==> src/shared/i2c_target_pkg.sv <==
package i2c_target_pkg;

  // ----------------------------------------------------------------
  // Bus format
  // ----------------------------------------------------------------
  localparam int BYTE_BITS = 8;
  localparam int WORD_BITS = 16;
  localparam logic [2:0] BIT_CNT_LAST = 3'h7;
  localparam logic [2:0] BIT_CNT_ZERO = 3'h0;
  localparam logic DIR_READ = 1'b0;
  localparam logic DIR_WRITE = 1'b1;
  localparam logic [7:0] PTR_RESET = 8'h00;
  localparam logic [7:0] PTR_STEP = 8'h01;

  // ----------------------------------------------------------------
  // Device address
  // ----------------------------------------------------------------
  localparam logic [2:0] ADDR_UPPER = 3'h6;
  localparam logic [6:0] ADDR_PIN_LOW = 7'h62;
  localparam logic [6:0] ADDR_PIN_HIGH = 7'h6A;

  // ----------------------------------------------------------------
  // Frequency update timing
  // ----------------------------------------------------------------
  localparam int CLK_MHZ = 100;
  localparam int FREQ_DELAY_US = 22;
  localparam int FREQ_SETTLE_US = 30;
  localparam int FREQ_DELAY_CYCLES = FREQ_DELAY_US * CLK_MHZ;
  localparam int FREQ_SETTLE_CYCLES = FREQ_SETTLE_US * CLK_MHZ;
  localparam logic [11:0] DELAY_CNT = 12'(FREQ_DELAY_CYCLES);
  localparam logic [11:0] SETTLE_CNT = 12'(FREQ_SETTLE_CYCLES);

  typedef enum logic [5:0] {
    ST_IDLE = 6'h01,
    ST_ADDR = 6'h02,
    ST_PTR = 6'h04,
    ST_WRITE = 6'h08,
    ST_READ = 6'h10,
    ST_IGNORE = 6'h20
  } port_state_t;

  typedef enum logic [2:0] {
    FQ_QUIET = 3'h1,
    FQ_DELAY = 3'h2,
    FQ_SETTLE = 3'h4
  } freq_state_t;

endpackage : i2c_target_pkg

==> src/hw/i2c_pin_sync.sv <==
`timescale 1ns/1ns
module i2c_pin_sync
  import i2c_target_pkg::*;
(
  // Clock and reset
  input wire logic clk_sys,
  input wire logic reset_n,
  input wire logic clk_en,
  // Pins
  input wire logic scl_in,
  input wire logic sda_in,
  // Synchronised levels and events
  output logic scl,
  output logic sda,
  output logic scl_rise,
  output logic scl_fall,
  output logic start_seen,
  output logic stop_seen
);

  typedef struct packed {
    logic [1:0] scl_meta;
    logic [1:0] sda_meta;
    logic scl_q;
    logic sda_q;
    logic scl_old;
    logic sda_old;
  } sync_t;

  sync_t st;
  sync_t next_st;

  always_comb begin
    next_st = st;
    next_st.scl_meta = {st.scl_meta[0], scl_in};
    next_st.sda_meta = {st.sda_meta[0], sda_in};
    next_st.scl_q = st.scl_meta[1];
    next_st.sda_q = st.sda_meta[1];
    next_st.scl_old = st.scl_q;
    next_st.sda_old = st.sda_q;
  end

  always_ff @(posedge clk_sys or negedge reset_n) begin
    if (!reset_n) begin
      st <= '1;
    end else if (clk_en) begin
      st <= next_st;
    end
  end

  assign scl = st.scl_q;
  assign sda = st.sda_q;
  assign scl_rise = st.scl_q & ~st.scl_old;
  assign scl_fall = ~st.scl_q & st.scl_old;
  // Each bus phase must last several system clocks to be seen.
  // START and repeated START look alike: data falls while clock high.
  assign start_seen = st.scl_q & st.scl_old & st.sda_old & ~st.sda_q;
  assign stop_seen = st.scl_q & st.scl_old & ~st.sda_old & st.sda_q;

endmodule : i2c_pin_sync

==> src/hw/freq_update_timer.sv <==
`timescale 1ns/1ns
module freq_update_timer
  import i2c_target_pkg::*;
(
  // Clock and reset
  input wire logic clk_sys,
  input wire logic reset_n,
  input wire logic clk_en,
  // Trigger
  input wire logic load,
  // Status
  output logic changing,
  output logic settled
);

  typedef struct packed {
    freq_state_t fsm;
    logic [11:0] cnt;
    logic chg;
    logic done;
  } timer_t;

  timer_t st;
  timer_t next_st;

  always_comb begin
    next_st = st;
    case (st.fsm)
      FQ_QUIET: begin
        next_st.chg = 1'b0;
      end
      FQ_DELAY: begin
        if (st.cnt == 12'h001) begin
          next_st.fsm = FQ_SETTLE;
          next_st.cnt = SETTLE_CNT - DELAY_CNT;
          next_st.chg = 1'b1;
        end else begin
          next_st.cnt = st.cnt - 12'h001;
        end
      end
      FQ_SETTLE: begin
        if (st.cnt == 12'h001) begin
          next_st.fsm = FQ_QUIET;
          next_st.chg = 1'b0;
          next_st.done = 1'b1;
        end else begin
          next_st.cnt = st.cnt - 12'h001;
        end
      end
      default: begin
        next_st.fsm = FQ_QUIET;
      end
    endcase
    if (load) begin
      next_st.fsm = FQ_DELAY;
      next_st.cnt = DELAY_CNT;
      next_st.chg = 1'b0;
      next_st.done = 1'b0;
    end
  end

  always_ff @(posedge clk_sys or negedge reset_n) begin
    if (!reset_n) begin
      st <= '{fsm: FQ_QUIET, cnt: 12'h000, chg: 1'b0, done: 1'b1};
    end else if (clk_en) begin
      st <= next_st;
    end
  end

  assign changing = st.chg;
  assign settled = st.done;

endmodule : freq_update_timer

==> src/hw/i2c_register_target_port.sv <==
`timescale 1ns/1ns
// What this block does
// Data line changes only while the clock is low, never while high.
// One data-line change and one bit per clock low phase.
// Only the controller makes START and STOP conditions.
// Repeated START restarts the transaction without going idle.
// Bytes are 8 bits, most significant bit first.
// No limit on bytes between START and STOP.
// Ninth pulse is acknowledge; low means acknowledge, high means not.
// Not-acknowledge only a mismatched device address; acknowledge all else.
// Controller acknowledges final read byte; target then releases data.
// After read not-acknowledge, keep shifting the next byte out.
// First byte is 7-bit address and direction; 0 read, 1 write.
// Register pointer is one byte, range 0 to 255.
// Pointer advances after each word and wraps 255 to 0.
// Controller should use auto-advance only for writes.
// Register words are 16 bits, high byte first.
// Controller writes both frequency halves in one transaction.
// Frequency starts changing 22 us after write, settles by 30 us.
// Factory mode address is 110 plus 4-bit ordering code.
// Pin mode uses the address-select pin to pick the address.
// Pin mode: low answers 1100010, high answers 1101010.
// Works with serial clock rates up to 1 MHz.
// After address mismatch, stay released until next START.
module i2c_register_target_port
  import i2c_target_pkg::*;
(
  // Clock, reset and enable
  input wire logic clk_sys,
  input wire logic reset_n,
  input wire logic clk_en,
  // Serial bus pins
  input wire logic scl_in,
  input wire logic sda_in,
  output logic sda_out,
  output logic sda_oe,
  // Address configuration
  input wire logic pin_address_mode,
  input wire logic [3:0] address_code,
  input wire logic address_select_pin,
  // Register file side
  output logic [7:0] reg_addr,
  output logic [15:0] reg_wdata,
  output logic reg_write,
  output logic reg_read,
  input wire logic [15:0] reg_rdata,
  output logic [7:0] reg_pointer,
  // Frequency update status
  input wire logic freq_word_write,
  output logic freq_changing,
  output logic freq_settled
);

  // ----------------------------------------------------------------
  // State
  // ----------------------------------------------------------------
  typedef struct packed {
    port_state_t fsm;
    logic [2:0] bit_cnt;
    logic ack_phase;
    logic [7:0] shift;
    logic [7:0] ptr;
    logic hi_byte;
    logic [7:0] hold_hi;
    logic [15:0] rd_word;
    logic drive_low;
    logic ack_out;
    logic master_nack;
    logic sel_pin;
    logic [7:0] wr_addr;
    logic [15:0] wdata;
    logic wr_pulse;
    logic rd_pulse;
  } port_t;

  port_t st;
  port_t next_st;

  logic scl;
  logic sda;
  logic scl_rise;
  logic scl_fall;
  logic start_seen;
  logic stop_seen;
  logic [6:0] own_addr;
  logic [7:0] rx_byte;

  i2c_pin_sync u_sync (
    .clk_sys(clk_sys),
    .reset_n(reset_n),
    .clk_en(clk_en),
    .scl_in(scl_in),
    .sda_in(sda_in),
    .scl(scl),
    .sda(sda),
    .scl_rise(scl_rise),
    .scl_fall(scl_fall),
    .start_seen(start_seen),
    .stop_seen(stop_seen)
  );

  freq_update_timer u_timer (
    .clk_sys(clk_sys),
    .reset_n(reset_n),
    .clk_en(clk_en),
    .load(freq_word_write),
    .changing(freq_changing),
    .settled(freq_settled)
  );

  // ----------------------------------------------------------------
  // Own device address
  // ----------------------------------------------------------------
  always_comb begin
    if (pin_address_mode) begin
      own_addr = st.sel_pin ? ADDR_PIN_HIGH : ADDR_PIN_LOW;
    end else begin
      own_addr = {ADDR_UPPER, address_code};
    end
  end

  // Bits arrive most significant first into the low end.
  assign rx_byte = {st.shift[6:0], sda};

  // ----------------------------------------------------------------
  // Protocol engine
  // ----------------------------------------------------------------
  always_comb begin
    next_st = st;
    next_st.wr_pulse = 1'b0;
    next_st.rd_pulse = 1'b0;
    // Sample the address-select pin only between transactions.
    if (st.fsm == ST_IDLE) begin
      next_st.sel_pin = address_select_pin;
    end
    if (start_seen) begin
      // Same handling for START and repeated START.
      next_st.fsm = ST_ADDR;
      next_st.bit_cnt = BIT_CNT_ZERO;
      next_st.ack_phase = 1'b0;
      next_st.drive_low = 1'b0;
      next_st.hi_byte = 1'b1;
    end else if (stop_seen) begin
      next_st.fsm = ST_IDLE;
      next_st.drive_low = 1'b0;
    end else if (scl_rise && !st.ack_phase) begin
      // Data is sampled on the rising edge while it must be stable.
      next_st.shift = rx_byte;
      if (st.bit_cnt == BIT_CNT_LAST) begin
        next_st.ack_phase = 1'b1;
        next_st.bit_cnt = BIT_CNT_ZERO;
        case (st.fsm)
          ST_ADDR: begin
            next_st.ack_out = (rx_byte[7:1] == own_addr);
            next_st.hi_byte = 1'b1;
          end
          ST_PTR: begin
            next_st.ptr = rx_byte;
            next_st.ack_out = 1'b1;
          end
          ST_WRITE: begin
            next_st.ack_out = 1'b1;
            if (st.hi_byte) begin
              next_st.hold_hi = rx_byte;
            end else begin
              next_st.wdata = {st.hold_hi, rx_byte};
              next_st.wr_addr = st.ptr;
              next_st.wr_pulse = 1'b1;
              next_st.ptr = st.ptr + PTR_STEP;
            end
            next_st.hi_byte = ~st.hi_byte;
          end
          default: begin
            next_st.ack_out = 1'b0;
          end
        endcase
      end else begin
        next_st.bit_cnt = st.bit_cnt + 3'h1;
      end
    end else if (scl_rise && st.ack_phase) begin
      // Ninth pulse: in a read the controller answers here.
      next_st.master_nack = sda;
    end else if (scl_fall) begin
      // All data-line changes happen just after the clock falls.
      if (st.ack_phase && st.bit_cnt == BIT_CNT_ZERO && st.fsm != ST_READ
          && !st.drive_low && st.fsm != ST_IGNORE && st.fsm != ST_IDLE) begin
        // Start of the acknowledge slot.
        next_st.drive_low = st.ack_out;
        if (st.fsm == ST_ADDR && !st.ack_out) begin
          next_st.fsm = ST_IGNORE;
          next_st.ack_phase = 1'b0;
        end
      end else if (st.ack_phase) begin
        // End of the acknowledge slot.
        next_st.ack_phase = 1'b0;
        next_st.drive_low = 1'b0;
        case (st.fsm)
          ST_ADDR: begin
            if (st.shift[0] == DIR_WRITE) begin
              next_st.fsm = ST_PTR;
            end else begin
              next_st.fsm = ST_READ;
              next_st.rd_word = reg_rdata;
              next_st.hi_byte = 1'b1;
              next_st.rd_pulse = 1'b1;
              next_st.drive_low = ~reg_rdata[WORD_BITS-1];
              next_st.shift = reg_rdata[15:8];
            end
          end
          ST_PTR: begin
            next_st.fsm = ST_WRITE;
            next_st.hi_byte = 1'b1;
          end
          ST_READ: begin
            // An acknowledge marks the final byte: release the line so
            // that the controller can end the transfer. After a
            // not-acknowledge the next byte goes out.
            if (!st.master_nack) begin
              next_st.fsm = ST_IGNORE;
              next_st.drive_low = 1'b0;
            end else if (st.hi_byte) begin
              next_st.shift = st.rd_word[7:0];
              next_st.drive_low = ~st.rd_word[7];
              next_st.hi_byte = 1'b0;
              // Step now, so the next fetch already sees the new address.
              next_st.ptr = st.ptr + PTR_STEP;
            end else begin
              next_st.rd_word = reg_rdata;
              next_st.rd_pulse = 1'b1;
              next_st.shift = reg_rdata[15:8];
              next_st.drive_low = ~reg_rdata[WORD_BITS-1];
              next_st.hi_byte = 1'b1;
            end
          end
          default: begin
            next_st.drive_low = 1'b0;
          end
        endcase
      end else if (st.fsm == ST_READ) begin
        // Shift out one bit per low phase of the clock.
        if (st.bit_cnt == BIT_CNT_LAST) begin
          next_st.bit_cnt = BIT_CNT_ZERO;
          next_st.ack_phase = 1'b1;
          next_st.drive_low = 1'b0;
        end else begin
          next_st.bit_cnt = st.bit_cnt + 3'h1;
          next_st.shift = {st.shift[6:0], 1'b0};
          next_st.drive_low = ~st.shift[6];
        end
      end
    end
    if (st.fsm == ST_READ && scl_rise && !st.ack_phase
        && st.bit_cnt != BIT_CNT_LAST) begin
      // Keep the transmit byte; the receive path must not clobber it.
      next_st.shift = st.shift;
      next_st.bit_cnt = st.bit_cnt;
    end else if (st.fsm == ST_READ && scl_rise && !st.ack_phase) begin
      next_st.shift = st.shift;
      next_st.bit_cnt = st.bit_cnt;
      next_st.ack_phase = 1'b0;
    end
  end

  // Read bit counter moves on the falling edge, so undo the rise path.
  always_ff @(posedge clk_sys or negedge reset_n) begin
    if (!reset_n) begin
      st <= '{fsm: ST_IDLE, bit_cnt: 3'h0, ack_phase: 1'b0,
              shift: 8'h00, ptr: PTR_RESET, hi_byte: 1'b1,
              hold_hi: 8'h00, rd_word: 16'h0000, drive_low: 1'b0,
              ack_out: 1'b0, master_nack: 1'b0, sel_pin: 1'b0,
              wr_addr: 8'h00, wdata: 16'h0000, wr_pulse: 1'b0,
              rd_pulse: 1'b0};
    end else if (clk_en) begin
      st <= next_st;
    end
  end

  // ----------------------------------------------------------------
  // Outputs
  // ----------------------------------------------------------------
  assign sda_out = 1'b0;
  assign sda_oe = st.drive_low;
  // The first read word is fetched while the address byte closes, so
  // the pointer must already be on the bus in that state.
  assign reg_addr = (st.fsm == ST_READ || st.fsm == ST_ADDR) ? st.ptr
                    : st.wr_addr;
  assign reg_wdata = st.wdata;
  assign reg_write = st.wr_pulse;
  assign reg_read = st.rd_pulse;
  assign reg_pointer = st.ptr;

endmodule : i2c_register_target_port

==> config.mk <==
export PLATFORM = sky130hd
export DESIGN_NAME = i2c_register_target_port
export DESIGN_NICKNAME = d
export VERILOG_FILES = /design/src/shared/i2c_target_pkg.sv /design/src/hw/i2c_pin_sync.sv /design/src/hw/freq_update_timer.sv /design/src/hw/i2c_register_target_port.sv
export SDC_FILE = /design/constraint.sdc
export NUM_CORES = 1
export LEC_CHECK = 0
export ABC_CLOCK_PERIOD_IN_PS = 4740
export BUFFER_PORTS_ARGS = -buffer_cell sky130_fd_sc_hd__buf_2
export CAP_MARGIN = 30
export CORE_UTILIZATION = 58
export DETAILED_ROUTE_END_ITERATION = 8
export PLACE_DENSITY = 0.79
export REMOVE_ABC_BUFFERS = 1
export SYNTH_ARGS = -nofsm -noshare
export SYNTH_HDL_FRONTEND = slang
export SYNTH_SLANG_ARGS = --single-unit
==> constraint.sdc <==
create_clock -name clk_sys -period 4.74 [get_ports clk_sys]
set_input_delay 0.237 -clock clk_sys [delete_from_list [all_inputs] [get_ports clk_sys]]
set_output_delay 0.237 -clock clk_sys [all_outputs]
set_load 0.01 [all_outputs]
## Word-level counts from Yosys, hierarchy flattened

Index checks and enable logic that the tools add are counted.

| word-level totals | value |
|---|---|
| word-level logic and storage cells | 253 |
| input port bits | 28 |
| register bits | 106 |
| output and inout port bits | 38 |

| cells by class | value |
|---|---|
| reduce and logical (&&, ||, !) cells | 54 |
| bitwise logic cells | 22 |
| multiplexer cells | 105 |
| add/subtract/negate cells | 3 |
| equal/unequal tests | 42 |

Operators by type and width:

| kind | count |
|---|---|
| $mux 17 | 17 |
| $mux 16 | 5 |
| $mux 8 | 10 |
| $mux 12 | 5 |
| $mux 27 | 2 |
| $mux 45 | 1 |
| $mux 9 | 5 |
| $mux 6 | 6 |
| $pmux 16 s2 | 1 |
| $pmux 8 s2 | 2 |
| $mux 1 | 29 |
| $reduce_and 13->1 | 2 |
| $pmux 12 s2 | 1 |
| $reduce_and 12->1 | 2 |
| $mux 21 | 1 |
| $ne 3x3->1 const B | 7 |
| $reduce_bool 5->1 | 4 |
| $ne 6x6->1 const B | 3 |
| $pmux 6 s3 | 1 |
| $reduce_bool 4->1 | 4 |
| $mux 3 | 5 |
| $not 1->1 | 15 |
| $reduce_and 5->1 | 3 |
| $reduce_bool 3->1 | 5 |
| other kinds (46) | 90 |

## Depth between registers and ports, before layout

| logic depth | value |
|---|---|
| depth after elaboration | 22 |
| mapped depth | 9 |
| gate-level depth less buffers | 7 |

## Modules after synthesis

From an unflattened synthesis, not the netlist that was laid out.

| second synthesis, totals | value |
|---|---|
| cell total of the unflattened synthesis | 564 |
| area, all modules | 5911.9 um^2 |

By module, submodules not included:

| module | area an instance (um^2) | instances | cells each |
|---|---|---|---|
| i2c_register_target_port | 4370.4 | 1 | 418 |
| freq_update_timer | 1167.4 | 1 | 125 |
| i2c_pin_sync | 374.1 | 1 | 21 |

## Worst setup path after synthesis

OpenSTA, ideal clock, no wires.

| timing | value |
|---|---|
| path kind | reg-to-reg |
| start point | reg st[78] (netlist bit) |
| end point | reg st, in the netlist rx_byte[2] |
| arrival time | 2223 ps |
| slack | 2392 ps |
| required time | 4615 ps |
| stages on the path, launching flop included | 8 |
| period minus slack after synthesis | 2348 ps |
| setup time | 125 ps |
| path through | dfrtp_1 > or3_1 > or3_1 > buf_6 > o221ai_2 > o211ai_2 > a41oi_4 > mux2_2 |

| on the way | value |
|---|---|
| cells in the longest elaborated chain, start to end | 9 |
| elaborated cells between the ends (all ways) | 28 |

RTL lines:

| what | line | text |
|---|---|---|
| from (decl) | i2c_register_target_port.sv:76 | `port_t st;` |
| from (signal assigned) | i2c_register_target_port.sv:267 | `st <= '{fsm: ST_IDLE, bit_cnt: 3'h0, ack_phase: 1'b0,` |
| from (signal assigned) | i2c_register_target_port.sv:274 | `st <= next_st;` |
| $eq 6x5->1 or $eq 6x2->1 (tied branches) | - |  |
| $pmux 8 s2 | i2c_register_target_port.sv:197 | `case (st.fsm)` |
| $mux 9 | i2c_register_target_port.sv:193 | `end else if (st.ack_phase) begin` |
| $mux 9 | i2c_register_target_port.sv:143 | `end else if (stop_seen) begin` |
| $mux 9 | i2c_register_target_port.sv:136 | `if (start_seen) begin` |
| $mux 17 | i2c_register_target_port.sv:185 | `if (st.ack_phase && st.bit_cnt == BIT_CNT_ZERO && st.fsm != ST_READ` |
| $mux 27 | i2c_register_target_port.sv:183 | `end else if (scl_fall) begin` |
| $mux 27 | i2c_register_target_port.sv:180 | `end else if (scl_rise && st.ack_phase) begin` |
| $mux 21 | i2c_register_target_port.sv:146 | `end else if (scl_rise && !st.ack_phase) begin` |

Several ways; a longest one is shown, not always the timed one. The select of a mux whose other input is x is not followed.
A chain may end at the register's enable or synchronous reset.

## Worst setup path in the final report

| timing | value |
|---|---|
| start point | reg st[71] (netlist bit) |
| end point | reg st[37] (netlist bit) |

| on the way | value |
|---|---|
| cells in the longest elaborated chain, start to end | 7 |
| elaborated cells between the ends (all ways) | 13 |

RTL lines:

| what | line | text |
|---|---|---|
| $logic_and 1x1->1 (2 in series) | i2c_register_target_port.sv:185 |  |
| $logic_and 1x1->1 (3 in series) | i2c_register_target_port.sv:186 | `&& !st.drive_low && st.fsm != ST_IGNORE && st.fsm != ST_IDLE) begin` |
| $ne 9x9->1 (no source line) or $not 1->1 (tied branches) | - |  |
| $reduce_and 12->1 (no source line) (*) | - |  |

Every way passes the cells marked *; elsewhere a longest branch is shown, timed or not.

==> results.yml <==
outcome:
  status: "finished, violations left"
  violations: "DRC"
drt:
  wire_per_inst_um: 17.03
  wl_met3_um: 657
  wl_met1_um: 5446
  wl_um: 12210
  drt-initial-drc-count: 290
  drc: 2
  dr.pass1.iters: 7
  vias_per_cell: 6.202
  maxUsedRoutingLayer: "met4"
  dr_wl_met2_um: 5952
  postRouteAntennaNets: 0
  num_vias: 4447
die:
  start_util_pct: 59.65
  dieHeight_um: 99.25
  die_x_um: 99.25
  row_count: 35
  top_level_ports: 66
  dieArea_sq_um: 9851
  core_sq_um: 9196
grt:
  grt_pass1_wl_um: 20670
  grt_pass1_vias: 4195
  grt_max_degree: 58
  grt_antenna_before_repair: 0
  grtUsageTotal_pct: 26.61
  overflow: 0
timing:
  max_freq_mhz: 352.5
  final.setup_skew_ns: 0.02440
  period_needed_ns: 2.837
  tightest_slew_ns: 1.022
  final_max_slew_viol_count: 0
  max_slew_margin_pct: 31.86
  finalSetupTns_ns: 0
  period_share_pct: 59.85
  setup_viol: 0
  rsz0062_at_grt: "no"
  holdWs_ns: 0.08618
  report.final.hold_viol_count: 0
power_and_ir_drop:
  intPower_mw: 1.459
  power_frac_clock_pct: 24.7
  switching_share_pct: 38.83
  p_comb_share_pct: 27.8
  vdd_drop_max_mv: 0.2395
  pwr_density_cell_nw_per_um2: 405.6
  power.leakage_nw: 2.806
  power_frac_seq_pct: 47.5
  total_power_mw: 2.385
  p_sw_mw: 0.9260
worst_setup_path:
  critPathLaunchType: "flop"
  cp_max_fo: 18
  critPathKind: "flop to flop"
  critPathCaptureType: "flop"
  required_ns: 4.94
  crit_arrival_ns: 3.04
synth:
  synthTopCellsByArea: "dfrtp_1 39%, mux2_2 10%, dfstp_2 5.7%"
  synth_cell_types: 69
  synth_top_area_share_pct: 38.78
  ys_ff_latch: 97
  yosysWarnings: 0
  postSynthCellCount: 578
  synth_edf_count: 0
  syn-cell-area_sq_um: 5485
  ys.flop_type: "dfrtp_1"
  synth_top_cell_by_area: "dfrtp_1"
  ys_async_sr_fraction_pct: 100.0
  syn_avg_cell_area_sq_um: 9.490
  ys_seq_area_share_pct: 44.53
place:
  dp_hpwl_um: 8652
  io_buffers: 64
  gp_congestion: 0.9625
  postPlaceCellArea_sq_um: 5652
cts:
  cts-buffers-inserted: 9
  cts_buffer_depth: 2
  cts_sinks: 97
  cts_tree: "yes"
  htree_num_levels: 3
  clk_pin_slew_ns: 0.11
  clock_latency_ns: 0.38
  clockRootBuffer: "clkbuf_8"
  cts_resized: 0
  post_cts_buffers: 0
cells_and_area:
  final_nets: 635
  final_common_cell: "dfrtp_1"
  fill_cells: 760
  syn2layout_area_growth_pct: 7.208
  num_antenna_cells: 0
  design_area_sq_um: 5881
  layout-drive-gt1-share_pct: 25.58
  final_cell_mix: "85 x dfrtp_1, 80 x nand2_1, 63 x buf_2"
job:
  max_cap_violations: 0
min_path:
  hp-class: "primary input to flop"
cells by family (layout without fill, tap and decap cells):
family	count (synthesis)	in the layout	share of synthesized area, %
simple gates	199	199	17.38
compound gates	138	138	16.47
flops	97	97	44.53
buf+inv	71	99	7.117
mux	60	60	12.11
fa+ha+maj	6	6	1.369
xor+xnor	6	6	0.9582
other cells	1	1	0.06837
power by group through the flow:
stage | sequential, mW | combinational [mW] | clock (mW)
2_1_floorplan | 1.08 | 0.485 | 0
3_3_place_gp | 1.14 | 0.634 | 0
3_5_place_dp | 1.14 | 0.652 | 0
4_1_cts | 1.13 | 0.656 | 0.596
5_1_grt | 1.15 | 0.744 | 0.639
6_report | 1.13 | 0.663 | 0.589
flip-flops by register name (all words and copies together), names as in the netlist:
register          count
reg_write             1
u_sync.next_st        4
reg_wdata            16
rx_byte               7
u_timer.settled       1
reg_pointer           8
st                   38
u_sync.scl            1
u_timer.st           15
u_sync.st             2
sda_oe                1
u_timer.changing      1
u_sync.sda            1
reg_read              1
worst max-delay path: stages (launching register included):
cell,delay (ns)
dfrtp_1,0.75
clkinv_1,0.40
nor2_1,0.59
o2111ai_1,0.63
nand2_1,0.21
o21ai_0,0.10
final timing paths:
path	from	end	slack, ns	cells after the start
worst max-delay path	st[71]	st[37]	1.90	5
worst min-delay path	reg_rdata[6]	st[36]	0.09	3
worst max register to register	st[71]	st[37]	1.90	5
worst min register to register	st[37]	st[37]	0.49	2
max in group asynchronous	reset_n	reg_wdata[13]	3.29	3
min in group asynchronous	reset_n	u_timer.st[10]	0.37	2
routing by layer:
layer	vias up	global-route usage (%)
met5	-	0
met3	20	5.130
met2	158	43.00
li1	2085	-
met1	2184	36.33
met4	0	8.710
repair_timing:
item	in CTS	in global routing
hold buffers	1	0
hold endpoints to repair	31	0
endpoints found under the setup margin	0	0
stage by stage:
step | cells | utilization [%] | setup WS, ns
CTS | 717 | 63.95 | 1.933
global route | 717 | 63.95 | 1.537
detailed placement | 700 | 61.46 | 1.944
global placement | 699 | 61.16 | 1.907
floorplan | 523 | - | 2.288
finish | 717 | 63.95 | 1.903
area by class of cell:
class	instances	area (sq um)	area share (%)
multi-input combinational	410	2653	45.11
sequential	97	2442	41.53
timing repair buffer	67	367.9	6.255
tap	111	138.9	2.362
clock buffer	9	123.9	2.106
clock inverter	7	95.09	1.617
inverter	16	60.06	1.021
synth_stat cells, types with 2 or more instances:
master and number:
dfstp_2 12, nor3_1 13, xor2_1 3, xnor2_1 3
mux2_2 51, dfrtp_1 85, o31ai_1 3, mux2i_1 9
a41oi_1 2, o22a_1 3, and2_1 4, nand2b_1 7
o21ai_0 51, a221oi_1 2, a21oi_1 34, nand4_1 3
a311oi_1 3, and3_1 5, nor4_1 3, a2111oi_0 3
nand2_1 80, a22o_1 3, nand3_1 11, and4b_1 2
or3_1 6, nor3b_1 6, a31oi_1 9, nor2_1 41
a2111o_1 2, clkbuf_1 20, nor2b_1 5, ha_1 6
or4_1 2, o211ai_1 5, buf_2 6, buf_6 3
buf_4 25, nand3b_1 2, inv_1 15
No activity file was read; power rests on OpenSTA's default activity.
